`config.mk`:
```
export PLATFORM = sky130hd
export DESIGN_NAME = ocu_top
export DESIGN_NICKNAME = d
export VERILOG_FILES = /design/src/ocu_pkg.sv /design/src/ocu_sync.sv /design/src/ocu_match.sv /design/src/ocu_top.sv
export SDC_FILE = /design/constraint.sdc
export NUM_CORES = 1
export LEC_CHECK = 0
export BUFFER_PORTS_ARGS = -buffer_cell sky130_fd_sc_hd__buf_4
export CAP_MARGIN = 20
export CORE_UTILIZATION = 30
export DETAILED_ROUTE_END_ITERATION = 10
export GPL_TIMING_DRIVEN = 0
export PLACE_DENSITY = 0.6
export SETUP_SLACK_MARGIN = 0.02
export SLEW_MARGIN = 15
export SYNTH_ARGS = -nofsm -noshare
export SYNTH_HDL_FRONTEND = slang
export SYNTH_SLANG_ARGS = --single-unit
```
`constraint.sdc`:
```
create_clock -name sys_clk -period 1.8 [get_ports sys_clk]
set_input_delay 0.09 -clock sys_clk [delete_from_list [all_inputs] [get_ports sys_clk]]
set_output_delay 0.09 -clock sys_clk [all_outputs]
set_load 0.005 [all_outputs]
```
`src/ocu_pkg.sv`:
```
package ocu_pkg;

  // ------------------------------------------------------------
  // Register byte offsets
  // ------------------------------------------------------------
  localparam logic [7:0] CTRL_OFF    = 8'h00;
  localparam logic [7:0] PRIM_OFF    = 8'h10;
  localparam logic [7:0] SEC_OFF     = 8'h20;
  localparam logic [7:0] STAT_OFF    = 8'h30;
  localparam logic [7:0] MASK_OFF    = 8'h34;

  // ------------------------------------------------------------
  // Control register fields
  // ------------------------------------------------------------
  localparam int ENABLE_BIT    = 15;
  localparam int IDLE_STOP_BIT = 13;
  localparam int WIDE_BIT      = 5;
  localparam int FAULT_BIT     = 4;
  localparam int TBSEL_BIT     = 3;
  localparam logic [31:0] CTRL_WMASK = 32'h0000_a02f;
  localparam logic [31:0] CTRL_RESET = 32'h0000_0000;
  localparam logic [31:0] CMP_RESET  = 32'h0000_0000;

  // ------------------------------------------------------------
  // Interrupt status bits
  // ------------------------------------------------------------
  localparam int EV_MATCH   = 0;
  localparam int EV_TRAIL   = 1;
  localparam int EV_FAULT   = 2;
  localparam logic [2:0] EV_RESET = 3'h0;

  localparam logic [1:0] HTRANS_NONSEQ = 2'h2;

  typedef enum logic [2:0] {
    MODE_OFF    = 3'b000,
    MODE_SET    = 3'b001,
    MODE_CLEAR  = 3'b010,
    MODE_TOGGLE = 3'b011,
    MODE_SINGLE = 3'b100,
    MODE_TRAIN  = 3'b101,
    MODE_PWM    = 3'b110,
    MODE_PWMF   = 3'b111
  } ocu_mode_t;

endpackage

```
`src/ocu_sync.sv`:
```
`timescale 1ns/1ns
module ocu_sync (
  input  wire logic sys_clk, // Clock
  input  wire logic rst,     // Synchronous reset
  input  wire logic din,     // Asynchronous level
  output logic      dout     // Synchronised level
);

  logic stage1;
  logic next_stage1;
  logic next_dout;

  always_comb begin
    next_stage1 = din;
    next_dout   = stage1;
  end

  always_ff @(posedge sys_clk) begin
    if (rst) begin
      stage1 <= 1'b0;
      dout   <= 1'b0;
    end else begin
      stage1 <= next_stage1;
      dout   <= next_dout;
    end
  end

endmodule

```
`src/ocu_match.sv`:
```
`timescale 1ns/1ns
module ocu_match (
  input  wire logic        sys_clk,   // Clock
  input  wire logic        rst,       // Synchronous reset
  input  wire logic [31:0] tbA,       // First timebase count
  input  wire logic [31:0] tbB,       // Second timebase count
  input  wire logic        tbSel,     // Timebase select
  input  wire logic        wide,      // 32-bit compare
  input  wire logic [31:0] primVal,   // Primary compare value
  input  wire logic [31:0] secVal,    // Secondary compare value
  output logic             primHit,   // Registered primary match
  output logic             secHit     // Registered secondary match
);

  logic [31:0] count;
  logic        next_primHit;
  logic        next_secHit;

  function automatic logic eqw(input logic [31:0] a, input logic [31:0] b,
                               input logic w);
    eqw = w ? (a == b) : (a[15:0] == b[15:0]);
  endfunction

  always_comb begin
    count        = tbSel ? tbB : tbA;
    next_primHit = eqw(count, primVal, wide);
    next_secHit  = eqw(count, secVal, wide);
  end

  always_ff @(posedge sys_clk) begin
    if (rst) begin
      primHit <= 1'b0;
      secHit  <= 1'b0;
    end else begin
      primHit <= next_primHit;
      secHit  <= next_secHit;
    end
  end

endmodule

```
`src/ocu_top.sv`:
```
`timescale 1ns/1ns
// Operation
// - Enable bit 15 switches the unit on; cleared keeps it off.
// - Idle-stop bit 13 halts the unit while the device idles.
// - Wide bit 5 selects 32-bit compare; clear compares low 16 bits.
// - Fault flag bit 4 set by hardware; software writes ignored.
// - Fault flag reads zero unless mode is 111.
// - Timebase bit 3 picks second timebase when set, first otherwise.
// - Modes 111 and 110 give PWM; only 111 honours fault input.
// - Mode 101 starts low then pulses every timer period.
// - Mode 100 starts low then gives exactly one pulse.
// - Mode 011 toggles the pin on every primary compare match.
// - Mode 010 starts high, match forces pin low.
// - Mode 001 starts low, match forces pin high.
// - Mode 000 disables compare activity.
// - Unimplemented control bits ignore writes and read zero.
module ocu_top (
  input  wire logic        sys_clk,    // 250 MHz clock
  input  wire logic        rst,        // Synchronous reset, high
  input  wire logic        hsel,       // AHB select
  input  wire logic [31:0] haddr,      // AHB address
  input  wire logic [1:0]  htrans,     // AHB transfer type
  input  wire logic        hwrite,     // AHB write
  input  wire logic [2:0]  hsize,      // AHB size
  input  wire logic [31:0] hwdata,     // AHB write data
  input  wire logic        hready,     // AHB ready in
  output logic [31:0]      hrdata,     // AHB read data
  output logic             hreadyout,  // AHB ready out
  output logic             hresp,      // AHB response
  input  wire logic [31:0] tbA,        // First timebase count
  input  wire logic [31:0] tbB,        // Second timebase count
  input  wire logic        idleMode,   // Device idle level
  input  wire logic        faultIn,    // Fault pin, active high
  output logic             compareOut, // Compare output pin
  output logic             irq         // Level interrupt
);

  // ------------------------------------------------------------
  // Registers and state
  // ------------------------------------------------------------
  logic [31:0] ctrl;
  logic [31:0] primVal;
  logic [31:0] secVal;
  logic [2:0]  evStat;
  logic [2:0]  evMask;
  logic        faultFlag;
  logic        oneDone;
  logic        wrPend;
  logic [7:0]  wrAddr;
  logic [2:0]  lastMode;
  logic        lastRun;

  logic [31:0] next_ctrl;
  logic [31:0] next_primVal;
  logic [31:0] next_secVal;
  logic [2:0]  next_evStat;
  logic [2:0]  next_evMask;
  logic        next_faultFlag;
  logic        next_oneDone;
  logic        next_wrPend;
  logic [7:0]  next_wrAddr;
  logic [2:0]  next_lastMode;
  logic        next_lastRun;
  logic        next_compareOut;
  logic [31:0] next_hrdata;
  logic        next_irq;

  logic        faultSync;
  logic        primHit;
  logic        secHit;
  logic        addrPhase;
  logic        run;
  logic        reconfig;
  logic        cmpActive;
  logic [2:0]  swEvStat;
  ocu_pkg::ocu_mode_t mode;
  logic [31:0] ctrlRead;

  // ------------------------------------------------------------
  // Helpers
  // ------------------------------------------------------------
  ocu_sync u_fault_sync (
    .sys_clk (sys_clk),
    .rst     (rst),
    .din     (faultIn),
    .dout    (faultSync)
  );

  ocu_match u_match (
    .sys_clk (sys_clk),
    .rst     (rst),
    .tbA     (tbA),
    .tbB     (tbB),
    .tbSel   (ctrl[ocu_pkg::TBSEL_BIT]),
    .wide    (ctrl[ocu_pkg::WIDE_BIT]),
    .primVal (primVal),
    .secVal  (secVal),
    .primHit (primHit),
    .secHit  (secHit)
  );

  // ------------------------------------------------------------
  // Bus slave and registers
  // ------------------------------------------------------------
  always_comb begin
    mode      = ocu_pkg::ocu_mode_t'(ctrl[2:0]);
    addrPhase = hsel && hready && (htrans == ocu_pkg::HTRANS_NONSEQ);
    run       = ctrl[ocu_pkg::ENABLE_BIT]
                && !(ctrl[ocu_pkg::IDLE_STOP_BIT] && idleMode);
    ctrlRead  = ctrl & ocu_pkg::CTRL_WMASK;
    ctrlRead[ocu_pkg::FAULT_BIT] = faultFlag && (mode == ocu_pkg::MODE_PWMF);
    next_wrPend = addrPhase && hwrite;
    next_wrAddr = haddr[7:0];
    next_ctrl    = ctrl;
    next_primVal = primVal;
    next_secVal  = secVal;
    next_evMask  = evMask;
    swEvStat     = evStat;
    if (wrPend) begin
      unique case (wrAddr)
        ocu_pkg::CTRL_OFF: next_ctrl = hwdata & ocu_pkg::CTRL_WMASK;
        ocu_pkg::PRIM_OFF: next_primVal = hwdata;
        ocu_pkg::SEC_OFF:  next_secVal = hwdata;
        ocu_pkg::STAT_OFF: swEvStat = evStat & ~hwdata[2:0];
        ocu_pkg::MASK_OFF: next_evMask = hwdata[2:0];
        default: ;
      endcase
    end
    next_hrdata = 32'h0000_0000;
    if (addrPhase && !hwrite) begin
      unique case (haddr[7:0])
        ocu_pkg::CTRL_OFF: next_hrdata = ctrlRead;
        ocu_pkg::PRIM_OFF: next_hrdata = primVal;
        ocu_pkg::SEC_OFF:  next_hrdata = secVal;
        ocu_pkg::STAT_OFF: next_hrdata = {29'h0, evStat};
        ocu_pkg::MASK_OFF: next_hrdata = {29'h0, evMask};
        default:           next_hrdata = 32'h0000_0000;
      endcase
    end
  end

  // ------------------------------------------------------------
  // Compare output engine
  // ------------------------------------------------------------
  always_comb begin
    next_lastMode   = ctrl[2:0];
    next_lastRun    = ctrl[ocu_pkg::ENABLE_BIT];
    // Leaving idle resumes without putting the pin back to its initial level
    reconfig        = (ctrl[2:0] != lastMode) || (ctrl[ocu_pkg::ENABLE_BIT] && !lastRun);
    cmpActive       = run && (mode != ocu_pkg::MODE_OFF);
    next_compareOut = compareOut;
    next_oneDone    = oneDone;
    next_faultFlag  = faultFlag;
    if (!ctrl[ocu_pkg::ENABLE_BIT]) begin
      next_compareOut = 1'b0;
    end else if (reconfig) begin
      next_oneDone   = 1'b0;
      next_faultFlag = 1'b0;
      unique case (mode)
        ocu_pkg::MODE_CLEAR:  next_compareOut = 1'b1;
        ocu_pkg::MODE_TOGGLE: next_compareOut = compareOut;
        default:              next_compareOut = 1'b0;
      endcase
    end else if (run) begin
      unique case (mode)
        ocu_pkg::MODE_OFF:    next_compareOut = compareOut;
        ocu_pkg::MODE_SET:    if (primHit) next_compareOut = 1'b1;
        ocu_pkg::MODE_CLEAR:  if (primHit) next_compareOut = 1'b0;
        ocu_pkg::MODE_TOGGLE: if (primHit) next_compareOut = !compareOut;
        ocu_pkg::MODE_SINGLE: begin
          if (primHit && !oneDone) next_compareOut = 1'b1;
          if (secHit && compareOut) begin
            next_compareOut = 1'b0;
            next_oneDone    = 1'b1;
          end
        end
        ocu_pkg::MODE_TRAIN: begin
          if (primHit) next_compareOut = 1'b1;
          else if (secHit) next_compareOut = 1'b0;
        end
        ocu_pkg::MODE_PWM, ocu_pkg::MODE_PWMF: begin
          if (primHit) next_compareOut = 1'b1;
          else if (secHit) next_compareOut = 1'b0;
          if (mode == ocu_pkg::MODE_PWMF && (faultSync || faultFlag)) begin
            next_compareOut = 1'b0;
            next_faultFlag  = 1'b1;
          end
        end
      endcase
    end
    next_evStat = swEvStat;
    // Set wins over a same-cycle clear
    next_evStat[ocu_pkg::EV_MATCH] = next_evStat[ocu_pkg::EV_MATCH] | (cmpActive && primHit);
    next_evStat[ocu_pkg::EV_TRAIL] = next_evStat[ocu_pkg::EV_TRAIL] | (cmpActive && secHit);
    next_evStat[ocu_pkg::EV_FAULT] = next_evStat[ocu_pkg::EV_FAULT]
                                     | (next_faultFlag && !faultFlag);
    next_irq = |(next_evStat & next_evMask);
  end

  always_ff @(posedge sys_clk) begin
    if (rst) begin
      ctrl       <= ocu_pkg::CTRL_RESET;
      primVal    <= ocu_pkg::CMP_RESET;
      secVal     <= ocu_pkg::CMP_RESET;
      evStat     <= ocu_pkg::EV_RESET;
      evMask     <= ocu_pkg::EV_RESET;
      faultFlag  <= 1'b0;
      oneDone    <= 1'b0;
      wrPend     <= 1'b0;
      wrAddr     <= 8'h00;
      lastMode   <= 3'h0;
      lastRun    <= 1'b0;
      compareOut <= 1'b0;
      hrdata     <= 32'h0000_0000;
      irq        <= 1'b0;
    end else begin
      ctrl       <= next_ctrl;
      primVal    <= next_primVal;
      secVal     <= next_secVal;
      evStat     <= next_evStat;
      evMask     <= next_evMask;
      faultFlag  <= next_faultFlag;
      oneDone    <= next_oneDone;
      wrPend     <= next_wrPend;
      wrAddr     <= next_wrAddr;
      lastMode   <= next_lastMode;
      lastRun    <= next_lastRun;
      compareOut <= next_compareOut;
      hrdata     <= next_hrdata;
      irq        <= next_irq;
    end
  end

  always_ff @(posedge sys_clk) begin
    if (rst) begin
      hreadyout <= 1'b1;
      hresp     <= 1'b0;
    end else begin
      hreadyout <= 1'b1;
      hresp     <= 1'b0;
    end
  end
endmodule

```
; ---- Word-level counts from Yosys, hierarchy flattened
; Index checks and enable logic that the tools add are counted.
[word_totals]
mem_count = 0
latchBits = 0
ramBits = 0
romBits = 0
reg_bits = 130
output_inout_bits = 36
input_bits = 140
wordCells = 121
[classes]
mul = 0
n_lt_le_gt_ge = 0
n_mux = 29
n_addsub = 0
div = 0
n_shift = 0
n_reduce_logical = 39
n_eq_ne = 27
n_bitwise = 8
[ops]
columns = op, count
row1 = case mux 32 bit (5 select lines), 1
row2 = equality test 32 bit, 2
row3 = equality test 8 x 6 -> 1 bit (second input constant), 6
row4 = equality test 16 bit, 2
row5 = 2-to-1 mux 32 bit, 1
row6 = 2-to-1 mux 1 bit, 21
row7 = equality test 8 x 5 -> 1 bit (second input constant), 2
row8 = logical NOT 8 bit, 2
row9 = logical AND 1 bit, 15
row10 = equality test 3 bit (second input constant), 4
row11 = 2-to-1 mux 3 bit, 4
row12 = AND reduction 7 bit, 1
row13 = bitwise AND 3 bit, 2
row14 = equality test 3 x 2 -> 1 bit (second input constant), 2
row15 = logical NOT 1 bit, 6
row16 = != test 3 x 2 -> 1 bit (second input constant), 2
row17 = case mux 1 bit (6 select lines), 1
row18 = AND reduction 2 bit, 3
row19 = nonzero test 2 bit, 3
row20 = OR reduction 2 bit, 3
row21 = != test 2 bit (second input constant), 2
row22 = != test 4 bit (second input constant), 1
row23 = AND reduction 4 bit, 1
row24 = equality test 3 x 1 -> 1 bit (second input constant), 1
row25 = 11 further kinds, 15

; ---- Logic depth before layout (Yosys ltp)
; Gate-level depths: netlist of the first run.
[depth]
depth_word = 11
ltp_mapped = 7
mapped_depth_nobuf = 5

; ---- Cells and area by module
; From an unflattened synthesis of the first run, not the netlist that was laid out.
[hier_totals]
hier_cells = 675
area_unflattened_um2 = 6032.0
[by_module_without_submodules]
columns = module, area_per_inst_um2, seq_area_each_um2, instances, cells_each
row1 = ocu_top, 4785.8, 2522.4, 1, 547
row2 = ocu_match, 1193.6, 40.0, 1, 124
row3 = ocu_sync, 52.6, 40.0, 1, 4

; ---- Worst setup path after synthesis of the first run
; No wires, ideal clock.
[synth_timing]
path_kind = reg-to-reg
startpoint = register ctrl[3]
endpoint = register u_match.primHit
slack_ns = 0.032
arrival_time_ns = 1.656
path_buffers = 2
t_required_ns = 1.688
synth_period_minus_slack_ns = 1.768
stages_incl_launch_ff = 8
cell_sequence = dfxtp_1 buf_6 buf_6 mux2i_2 xnor2_1 nor4_1 nand4_1 a2111oi_1
[synth_via]
elab_chain_len = 3
elab_cells_between_ends = 4
[synth_rtl]
columns = item, line
row1 = "start, declared", ocu_top.sv:41  ; logic [31:0] ctrl;
row2 = "start signal, assigned", ocu_top.sv:202  ; ctrl <= ocu_pkg::CTRL_RESET;
row3 = "start signal, assigned", ocu_top.sv:217  ; ctrl <= next_ctrl;
row4 = 2-to-1 mux 32 bit *, ocu_match.sv:25  ; count = tbSel ? tbB : tbA;
row5 = equality test 32 bit or equality test 16 bit (tied branches), ocu_match.sv:21  ; eqw = w ? (a == b) : (a[15:0] == b[15:0]);
row6 = 2-to-1 mux 1 bit *, ocu_match.sv:21
row7 = "end signal, assigned", ocu_match.sv:35  ; primHit <= next_primHit;
row8 = "end, declared", ocu_match.sv:11  ; output logic primHit,
; Every way passes the cells marked *; elsewhere a longest branch is shown, timed or not.
; A chain may end at the register's enable or synchronous reset.

; ---- Worst setup path after layout of the first run
; Ends and elaborated chain as after synthesis.

==> results.sh, run 1 <==
export IMPL_fin_worst_skew_ps=5.23
export IMPL_path_class="reg -> reg"
export IMPL_routed_wirelength_mm=19.1
export IMPL_grt_pass1_wl_mm=28.4
export IMPL_drt_pass1_iterations=5
export IMPL_die_h_microns=143
export IMPL_p_leak_nw=3.55
export IMPL_routed_via_density=4.76
export IMPL_num_antenna_cells=0
export IMPL_maxSlewHeadroom=0.567
export IMPL_ff2ff_path_depth=7
export IMPL_synth_area_sq_mm=0.00598
export IMPL_cts_tree="done"
export IMPL_port_buffers=146
export IMPL_cts_clk_slew_worst_paths_ps=60
export IMPL_die_x_microns=143
export IMPL_core_sq_mm=0.0195
export IMPL_synth_edf_count=0
export IMPL_crit_required_ps=2130
export IMPL_clk_path_buf_depth=2
export IMPL_ioPinCount=176
export IMPL_yosys_most_used_dff="dfxtp_1"
export IMPL_synth_nets=784
export IMPL_power_density_mw_per_mm2=812
export IMPL_crit_chain="buf_12 -> buf_12 -> mux2i_4 -> xnor2_1 -> nor4_1 -> nand4_1 -> a2111oi_2"
export IMPL_drtIter0Drc=342
export IMPL_clock_latency_ps=430
export IMPL_min_period_ps=2040
export IMPL_areaGrowthSynthToFinish_pct=52.0
export IMPL_synth_warnings=0
export IMPL_grt_pass1_vias=5257
export IMPL_setup_viol=3
export IMPL_regArea_sq_mm=0.00261
export IMPL_ys_ff_latch=130
export IMPL_cp_max_fo=8
export IMPL_async_flop_share=0
export IMPL_irDropWorstVdd_uv=559
export IMPL_synth_area_leader_cell="dfxtp_1"
export IMPL_fp_row_count=51
export IMPL_finalHoldViolations=0
export IMPL_cts_root_buf="clkbuf_16"
export IMPL_maxSlewViolCount=0
export IMPL_wl_per_cell_microns=16.7
export IMPL_synth_cell_types=52
export IMPL_pre_cts_ws_ps=-640
export IMPL_synth_common_cells="130 x dfxtp_1, 85 x nor2_1, 72 x nand2_1"
export IMPL_violations="setup timing"
export IMPL_ys_seq_area_frac=0.435
export IMPL_use_met3=0.0476
export IMPL_fin_ws_ps=-239
export IMPL_gr_total_overflow=0
export IMPL_drive_above_1_share=0.314
export IMPL_hold_class="in -> reg"
export IMPL_ant_nets=0
export IMPL_final_core_util=0.465
export IMPL_grt_use_met1=0.237
export IMPL_dpl_hpwl_mm=13.5
export IMPL_startpoint_type="flop"
export IMPL_holdPathStages=4
export IMPL_vias=5431
export IMPL_multi_input_area_sq_mm=0.00356
export IMPL_htreeDepth=4
export IMPL_period_share=1.13
export IMPL_gp_congestion=0.791
export IMPL_end_kind="flop"
export IMPL_start_util=0.306
export IMPL_grt_use_total=0.189
export IMPL_critPathArrivalTime_ps=2360
export IMPL_post_synth_top_count_cell="dfxtp_1"
export IMPL_critPathSlowestCell="dfxtp_2"
export IMPL_crit_top_cell="buf_12"
export IMPL_fillers=1903
export IMPL_antenna_found_initial=0
export IMPL_synth_top_cell_area_share=0.435
export IMPL_grt_busiest_layer="met2"
export IMPL_tightest_slew_ps=650
export IMPL_status="finished, violations left"
export IMPL_layout_nets=1003
export IMPL_reg2reg_setup_slack_ps=-240
export IMPL_cts_buffers=17
export IMPL_cpPeakStageDelay_ps=340
export IMPL_drc=0
export IMPL_rsz0062_at_grt="true"
export IMPL_met2_usage=0.319
export IMPL_cts_sinks=130
export IMPL_die_area_sq_mm=0.0205
export IMPL_drv_cap=0
export IMPL_synth_area_leaders="dfxtp_1 44%, mux2i_1 11%, xnor2_1 9.4%, nor2_1 5.3%, nand2_1 4.5%"
export IMPL_power_mw=7.38
export IMPL_synthCells=644
export IMPL_avgSynthCellArea_sq_um=9.29
export IMPL_grt_max_degree=17
export IMPL_fmax_ghz=0.490
## kinds of logic (layout without fill, tap and decap cells)
kind of cell,Yosys count,count (layout),synth area share
other cells,2,2,0.00126
simple gates,226,226,0.178
mux,83,83,0.150
fa+ha+maj,1,1,0.00167
compound gates,91,91,0.0996
xor+xnor,67,67,0.0981
buf+inv,44,276,0.0360
flops,130,130,0.435
## registers in the layout (all words and copies together), names as in the netlist, 3 cells and up
signal    flops
wrAddr        8
hrdata       32
secVal       32
evStat        3
evMask        3
primVal      32
lastMode      3
ctrl          7
## path summary, 6_finish.rpt
check	startpoint	to
setup reg to reg	ctrl[3]$_SDFFE_PP0P_	u_match.primHit$_SDFF_PP0_
hold / removal	idleMode	oneDone$_SDFFE_PP0P_
setup / recovery	ctrl[3]$_SDFFE_PP0P_	u_match.primHit$_SDFF_PP0_
hold reg to reg	u_fault_sync.next_dout$_SDFF_PP0_	u_fault_sync.dout$_SDFF_PP0_
## stage by stage
stage | instance area [sq um] | TNS [ps] | std cells | hold WS (ps)
floorplan | 5980 | 0 | 644 | 218
global placement | 7410 | -41770 | 1055 | 313
detailed placement | 7410 | -43750 | 1055 | 307
CTS | 8960 | -471 | 1138 | 88.5
global route | 9090 | -721 | 1141 | 115
finish | 9090 | -459 | 1141 | 92.7
## cell type report
class,count,area share
Buffer,36,0.0274
Clock buffer,19,0.0498
Clock inverter,13,0.0227
Inverter,6,0.00248
Multi-Input combinational cell,470,0.392
Sequential cell,130,0.287
Tap cell,265,0.0365
Timing Repair Buffer,202,0.182
## power by group
part	internal (mW)	switching (mW)
Sequential	2.89	0.0132
Combinational	0.352	0.269
Clock	2.53	1.32
## critical path, delay by kind of cell, from the launching register on
kind / cells / cell delay, ps
AO/OA/AOI/OAI: 1 / 340
flip-flops: 1 / 340
buffers and inverters: 2 / 320
AND/OR/NAND/NOR: 2 / 480
multiplexers: 1 / 320
XOR/XNOR: 1 / 130
## cell usage in the layout (no fill, tap or decap), drive strengths merged, types with 3 or more instances in the layout
master,instances
nor2,85
xnor2,64
nor2b,19
buf,177
nand2,72
and3,3
nor3,6
a41oi,3
a22oi,25
xor2,3
a21oi,41
inv,7
nand4,7
clkinv,5
o21a,3
o21ai,3
bufinv,5
dlygate4sd3,40
a221oi,4
nor4,18
dfxtp,130
mux2i,80
nor3b,3
mux2,3
clkbuf,40
## routing by layer
layer	vias to the layer above	part of all wire	routed length (microns)
met2	170	0.49	9300
met1	2571	0.45	8550
met5	-	0	0
met4	0	0.014	263
met3	28	0.052	995
li1	2662	-	-
## timing repair
item / in CTS / in global routing
pin swaps: 19 / 9
cloned: 2 / 1
endpoints found under the hold margin: 80 / 0
hold buffers: 40 / 0
setup endpoints to repair: 94 / 57
buffers inserted: 10 / 3
gates resized for setup: 70 / 30
Note: power is estimated with default switching activity, not from simulation.
==> inputs of run 2 (changes only) <==
--- a/config.mk
+++ b/config.mk
@@ -7,10 +7,12 @@
 export LEC_CHECK = 0
 export BUFFER_PORTS_ARGS = -buffer_cell sky130_fd_sc_hd__buf_4
 export CAP_MARGIN = 20
+export CELL_PAD_IN_SITES_DETAIL_PLACEMENT = 1
+export CELL_PAD_IN_SITES_GLOBAL_PLACEMENT = 1
 export CORE_UTILIZATION = 30
 export DETAILED_ROUTE_END_ITERATION = 10
 export GPL_TIMING_DRIVEN = 0
-export PLACE_DENSITY = 0.6
+export PLACE_DENSITY = 0.74
 export SETUP_SLACK_MARGIN = 0.02
 export SLEW_MARGIN = 15
 export SYNTH_ARGS = -nofsm -noshare
==> run 2 against run 1 <==
Effect of this change:
- non-clock buffer count increased by 13
- the run still ends with setup timing left
- worst setup slack got worse by 78 ps
- sequential share of layout area decreased by 1.3 points
- power decreased by 3.2%
- critical endpoint unchanged
- core utilization increased by 2.1 points
==> results.sh, run 2 (synthesized netlist as in run 1, its figures left out) <==
export IMPL_swShare=0.239
export IMPL_timing_rr_end="u_match.primHit$_SDFF_PP0_"
export IMPL_routed_wirelength_mm=22.5
export IMPL_layout_nets=1016
export IMPL_p_leak_nw=3.76
export IMPL_final_core_util=0.487
export IMPL_r2r_start="ctrl[3]$_SDFFE_PP0P_"
export IMPL_die_area_sq_mm=0.0205
export IMPL_crit_required_ps=2120
export IMPL_maxSlewHeadroom=0.433
export IMPL_internal_power_mw=5.43
export IMPL_fin_ws_ps=-318
export IMPL_num_antenna_cells=0
export IMPL_gp_congestion=0.836
export IMPL_critPathSlowestCell="a2111oi_2"
export IMPL_hold_path_endpoint="oneDone$_SDFFE_PP0P_"
export IMPL_final_common_cell="buf_4"
export IMPL_grt_max_degree=17
export IMPL_setup_tns_ps=-724
export IMPL_period_share=1.18
export IMPL_setup_viol=9
export IMPL_layout_common_cells="159 x buf_4, 126 x dfxtp_1, 85 x nor2_1"
export IMPL_irDropWorstVdd_uv=390
export IMPL_drc=0
export IMPL_clock_latency_ps=430
export IMPL_min_period_ps=2120
export IMPL_ant_nets=0
export IMPL_fin_worst_skew_ps=10.5
export IMPL_wl_per_cell_microns=19.5
export IMPL_drt_pass1_iterations=5
export IMPL_drtIter0Drc=277
export IMPL_violations="setup timing"
export IMPL_hold_class="in -> reg"
export IMPL_core_sq_mm=0.0195
export IMPL_maxSlewViolCount=0
export IMPL_ioPinCount=176
export IMPL_start_util=0.306
export IMPL_pre_cts_ws_ps=-677
export IMPL_rsz0062_at_grt="true"
export IMPL_cts_tree="done"
export IMPL_gr_total_overflow=0
export IMPL_finalHoldViolations=0
export IMPL_startpoint_type="flop"
export IMPL_drv_cap=0
export IMPL_holdPathStages=4
export IMPL_end_kind="flop"
export IMPL_cts_buffers=17
export IMPL_drive_above_1_share=0.384
export IMPL_cp_max_fo=5
export IMPL_htreeDepth=4
export IMPL_reg2reg_setup_slack_ps=-320
export IMPL_vias=5729
export IMPL_areaGrowthSynthToFinish_pct=58.8
export IMPL_critPathArrivalTime_ps=2440
export IMPL_fmax_ghz=0.472
export IMPL_routed_via_density=4.96
export IMPL_tightest_slew_ps=850
export IMPL_reg_top3="hrdata (32), primVal (32), secVal (32)"
export IMPL_grt_pass1_vias=5856
export IMPL_cpPeakStageDelay_ps=360
export IMPL_p_seq_frac=0.407
export IMPL_cts_root_buf="clkbuf_16"
export IMPL_power_density_mw_per_mm2=752
export IMPL_combPwrFrac=0.091
export IMPL_cts_clk_slew_worst_paths_ps=60
export IMPL_clk_path_buf_depth=2
export IMPL_die_h_microns=143
export IMPL_ff2ff_path_depth=7
export IMPL_worstHoldStart="idleMode"
export IMPL_status="finished, violations left"
export IMPL_p_clk_frac=0.502
export IMPL_die_x_microns=143
export IMPL_fp_row_count=51
export IMPL_p_switching_mw=1.71
export IMPL_crit_chain="buf_8 -> buf_12 -> mux2i_2 -> xnor2_1 -> nor4_2 -> nand4_1 -> a2111oi_2"
export IMPL_path_class="reg -> reg"
export IMPL_dpl_hpwl_mm=14.6
export IMPL_grt_pass1_wl_mm=32.5
export IMPL_power_mw=7.14
export IMPL_cts_sinks=130
export IMPL_antenna_found_initial=0
export IMPL_grt_use_total=0.216
export IMPL_port_buffers=146
-- run 2: cell types whose count changed in the layout (fill, tap and decap cells not counted), sizes merged --
cell      before  now
buf          177  186
clkbuf        40   42
inv            7    9
clkinvlp       2    4
bufinv         5    3
-- run 2: what timing repair did --
item / 4_1_cts / 5_1_grt
setup buffers: 12 / 10
hold endpoints to repair: 78 / 0
pin swaps: 11 / 47
cloned: 1 / 5
hold buffers: 40 / 0
endpoints found under the setup margin: 97 / 79
gates resized for setup: 65 / 132
-- run 2: stage by stage --
| step | area [sq um] | cells | hold WS [ps] |
|---|---|---|---|
| 2_1_floorplan | 5980 | 644 | 218 |
| 3_3_place_gp | 7410 | 1055 | 312 |
| 3_5_place_dp | 7410 | 1055 | 324 |
| 4_1_cts | 8840 | 1140 | 114 |
| 5_1_grt | 9500 | 1154 | 116 |
| 6_report | 9500 | 1154 | 104 |
-- run 2: power by group through the flow --
| stage | Sequential, mW | Combinational (mW) | Clock [mW] |
|---|---|---|---|
| CTS | 2.90 | 0.601 | 3.63 |
| global placement | 2.96 | 0.472 | 0 |
| detailed placement | 2.96 | 0.480 | 0 |
| finish | 2.90 | 0.652 | 3.59 |
| global route | 2.90 | 0.689 | 3.77 |
| floorplan | 2.96 | 0.191 | 0 |
-- run 2: area by class of cell --
type	instances	area (sq um)
Tap cell	265	332
Sequential cell	130	2610
Timing Repair Buffer	214	1880
Fill cell	2186	10000
Multi-Input combinational cell	470	3750
Clock inverter	15	183
Buffer	37	302
Inverter	6	22.5
Clock buffer	17	425
-- run 2: critical path, delay by kind of cell, from the launching register on --
| kind | cells | cell delay, ps |
|---|---|---|
| compound gates | 1 | 360 |
| xor+xnor | 1 | 130 |
| buf+inv | 2 | 290 |
| flops | 1 | 340 |
| mux | 1 | 280 |
| simple gates | 2 | 590 |
-- run 2: how the worst max path moves through the flow --
stage / depth (start not counted) / slack (ps) / start / end
after floorplan: 7 / 30 / ctrl[3]$_SDFFE_PP0P_ / u_match.primHit$_SDFF_PP0_
after global placement: 7 / -600 / haddr[1] / hrdata[23]$_SDFF_PP0_
after detailed placement: 7 / -680 / haddr[1] / hrdata[17]$_SDFF_PP0_
after CTS: 7 / -270 / ctrl[3]$_SDFFE_PP0P_ / u_match.primHit$_SDFF_PP0_
after global routing: 7 / -500 / ctrl[3]$_SDFFE_PP0P_ / u_match.primHit$_SDFF_PP0_
final: 7 / -320 / ctrl[3]$_SDFFE_PP0P_ / u_match.primHit$_SDFF_PP0_
-- run 2: metal layers --
layer / GRT usage / routed length [microns] / vias up
li1: - / - / 2692
met4: 0.0521 / 264 / 0
met5: 0 / 0 / -
met1: 0.267 / 9720 / 2825
met2: 0.375 / 11500 / 186
met3: 0.0547 / 1080 / 26
==> inputs of run 3 (changes only) <==
--- a/config.mk
+++ b/config.mk
@@ -9,7 +9,9 @@
 export CAP_MARGIN = 20
 export CELL_PAD_IN_SITES_DETAIL_PLACEMENT = 1
 export CELL_PAD_IN_SITES_GLOBAL_PLACEMENT = 1
+export CORE_ASPECT_RATIO = 0.8
 export CORE_UTILIZATION = 30
+export CTS_CLUSTER_DIAMETER = 150
 export DETAILED_ROUTE_END_ITERATION = 10
 export GPL_TIMING_DRIVEN = 0
 export PLACE_DENSITY = 0.74
@@ -18,3 +20,4 @@
 export SYNTH_ARGS = -nofsm -noshare
 export SYNTH_HDL_FRONTEND = slang
 export SYNTH_SLANG_ARGS = --single-unit
+export TNS_END_PERCENT = 1
==> run 3 against run 2 <==
Effect of this change:
- count of clock-buffer cells in the layout increased by 5
- critical endpoint unchanged
- die area about the same
- sequential power about the same
- clock power about the same
- core utilization decreased by 1.7 points
- highest routed layer unchanged
- the run still ends with setup timing left
- first-iteration DRC count increased by 21%
==> results.sh, run 3 (synthesized netlist as in run 1, its figures left out) <==
export IMPL_status="finished, violations left"
export IMPL_violations="setup timing"
export IMPL_cts_buffers=17
export IMPL_cts_root_buf="clkbuf_16"
export IMPL_drtIter0Drc=334
export IMPL_vias=5547
export IMPL_layout_common_cells="154 x buf_4, 128 x dfxtp_1, 85 x nor2_1"
export IMPL_holdWs_ps=97.3
export IMPL_start_util=0.311
export IMPL_final_core_util=0.469
export IMPL_rsz0062_at_grt="true"
export IMPL_htreeDepth=4
export IMPL_clock_latency_ps=430
export IMPL_gp_congestion=0.802
export IMPL_hold_class="in -> reg"
export IMPL_die_area_sq_mm=0.0205
export IMPL_finalHoldViolations=0
export IMPL_drv_cap=0
export IMPL_place_area_sq_mm=0.00740
export IMPL_holdPathStages=4
export IMPL_gr_total_overflow=0
export IMPL_maxSlewViolCount=0
export IMPL_power_density_mw_per_mm2=786
export IMPL_areaGrowthSynthToFinish_pct=51.0
export IMPL_pre_cts_ws_ps=-689
export IMPL_cp_max_fo=8
export IMPL_grt_max_degree=17
export IMPL_drt_pass1_iterations=4
export IMPL_min_period_ps=2110
export IMPL_finalInstanceArea_sq_mm=0.00903
export IMPL_drc=0
export IMPL_fin_worst_skew_ps=7.22
export IMPL_drive_above_1_share=0.312
export IMPL_ant_nets=0
export IMPL_p_leak_nw=3.50
export IMPL_clk_path_buf_depth=2
export IMPL_reg_top3="hrdata (32), primVal (32), secVal (32)"
export IMPL_layout_nets=996
export IMPL_dpl_hpwl_mm=14.8
export IMPL_critPathArrivalTime_ps=2440
export IMPL_wl_per_cell_microns=19.3
export IMPL_end_kind="flop"
export IMPL_maxSlewHeadroom=0.516
export IMPL_routed_via_density=4.92
export IMPL_startpoint_type="flop"
export IMPL_die_h_microns=128
export IMPL_tightest_slew_ps=727
export IMPL_ff2ff_path_depth=7
export IMPL_fmax_ghz=0.473
export IMPL_port_buffers=146
export IMPL_routed_wirelength_mm=21.8
export IMPL_die_x_microns=160
export IMPL_cts_tree="done"
export IMPL_irDropWorstVdd_uv=527
export IMPL_power_mw=7.10
export IMPL_crit_required_ps=2130
export IMPL_grt_pass1_vias=5782
export IMPL_grt_pass1_wl_mm=32.8
export IMPL_ioPinCount=176
export IMPL_antenna_found_initial=0
export IMPL_grt_use_total=0.213
export IMPL_fin_ws_ps=-312
export IMPL_path_class="reg -> reg"
export IMPL_period_share=1.17
export IMPL_setup_viol=70
export IMPL_final_common_cell="buf_4"
export IMPL_cts_clk_slew_worst_paths_ps=60
export IMPL_core_sq_mm=0.0193
export IMPL_num_antenna_cells=0
export IMPL_fp_row_count=45
export IMPL_cts_sinks=130
[run 3: power by group]
part / total (mW) / switching, mW / internal, mW
clock network: 3.56 / 1.31 / 2.24
registers: 2.90 / 0.0118 / 2.89
logic: 0.639 / 0.289 / 0.351
total: 7.10 / 1.61 / 5.48
[run 3: worst paths after layout]
path,start,to,slack [ps]
min,idleMode,oneDone$_SDFFE_PP0P_,100
max reg2reg,ctrl[3]$_SDFFE_PP0P_,u_match.primHit$_SDFF_PP0_,-310
min reg2reg,u_fault_sync.next_dout$_SDFF_PP0_,u_fault_sync.dout$_SDFF_PP0_,440
max,ctrl[3]$_SDFFE_PP0P_,u_match.primHit$_SDFF_PP0_,-310
[run 3: what timing repair did]
action | CTS | global route
setup endpoints to repair | 98 | 92
buffers inserted | 4 | 0
pin swaps | 16 | 1
hold buffers | 40 | 0
hold endpoints to repair | 81 | 0
gates cloned | 3 | 0
resized for setup | 74 | 34
[run 3: final cells by class]
| cell class | instances | area (sq um) |
|---|---|---|
| Fill cell | 2194 | 10200 |
| Buffer | 38 | 260 |
| Timing Repair Buffer | 193 | 1620 |
| Clock buffer | 22 | 464 |
| Clock inverter | 10 | 133 |
| Multi-Input combinational cell | 470 | 3610 |
| Tap cell | 258 | 323 |
| Inverter | 6 | 22.5 |
| Sequential cell | 130 | 2610 |
[run 3: per-stage QoR]
step / std cells / setup TNS [ps]
2_1_floorplan: 644 / 0
3_3_place_gp: 1048 / -40220
3_5_place_dp: 1048 / -42380
4_1_cts: 1127 / -5880
5_1_grt: 1127 / -10130
6_report: 1127 / -5060
[run 3: critical path: stages, from the launching register on]
cell and delay, ps:
dfxtp_2 340, buf_12 160, buf_12 160, mux2i_4 300, xnor2_2 90, nor4_2 380
nand4_1 240, a2111oi_2 330
[run 3: routing by layer]
metal | share of wire | vias to the layer above | routed length [microns] | track usage
li1 | - | 2644 | - | -
met1 | 0.47 | 2692 | 10200 | 0.284
met2 | 0.46 | 183 | 10000 | 0.339
met3 | 0.058 | 28 | 1260 | 0.0505
met4 | 0.016 | 0 | 344 | 0.0695
met5 | 0 | - | 0 | 0
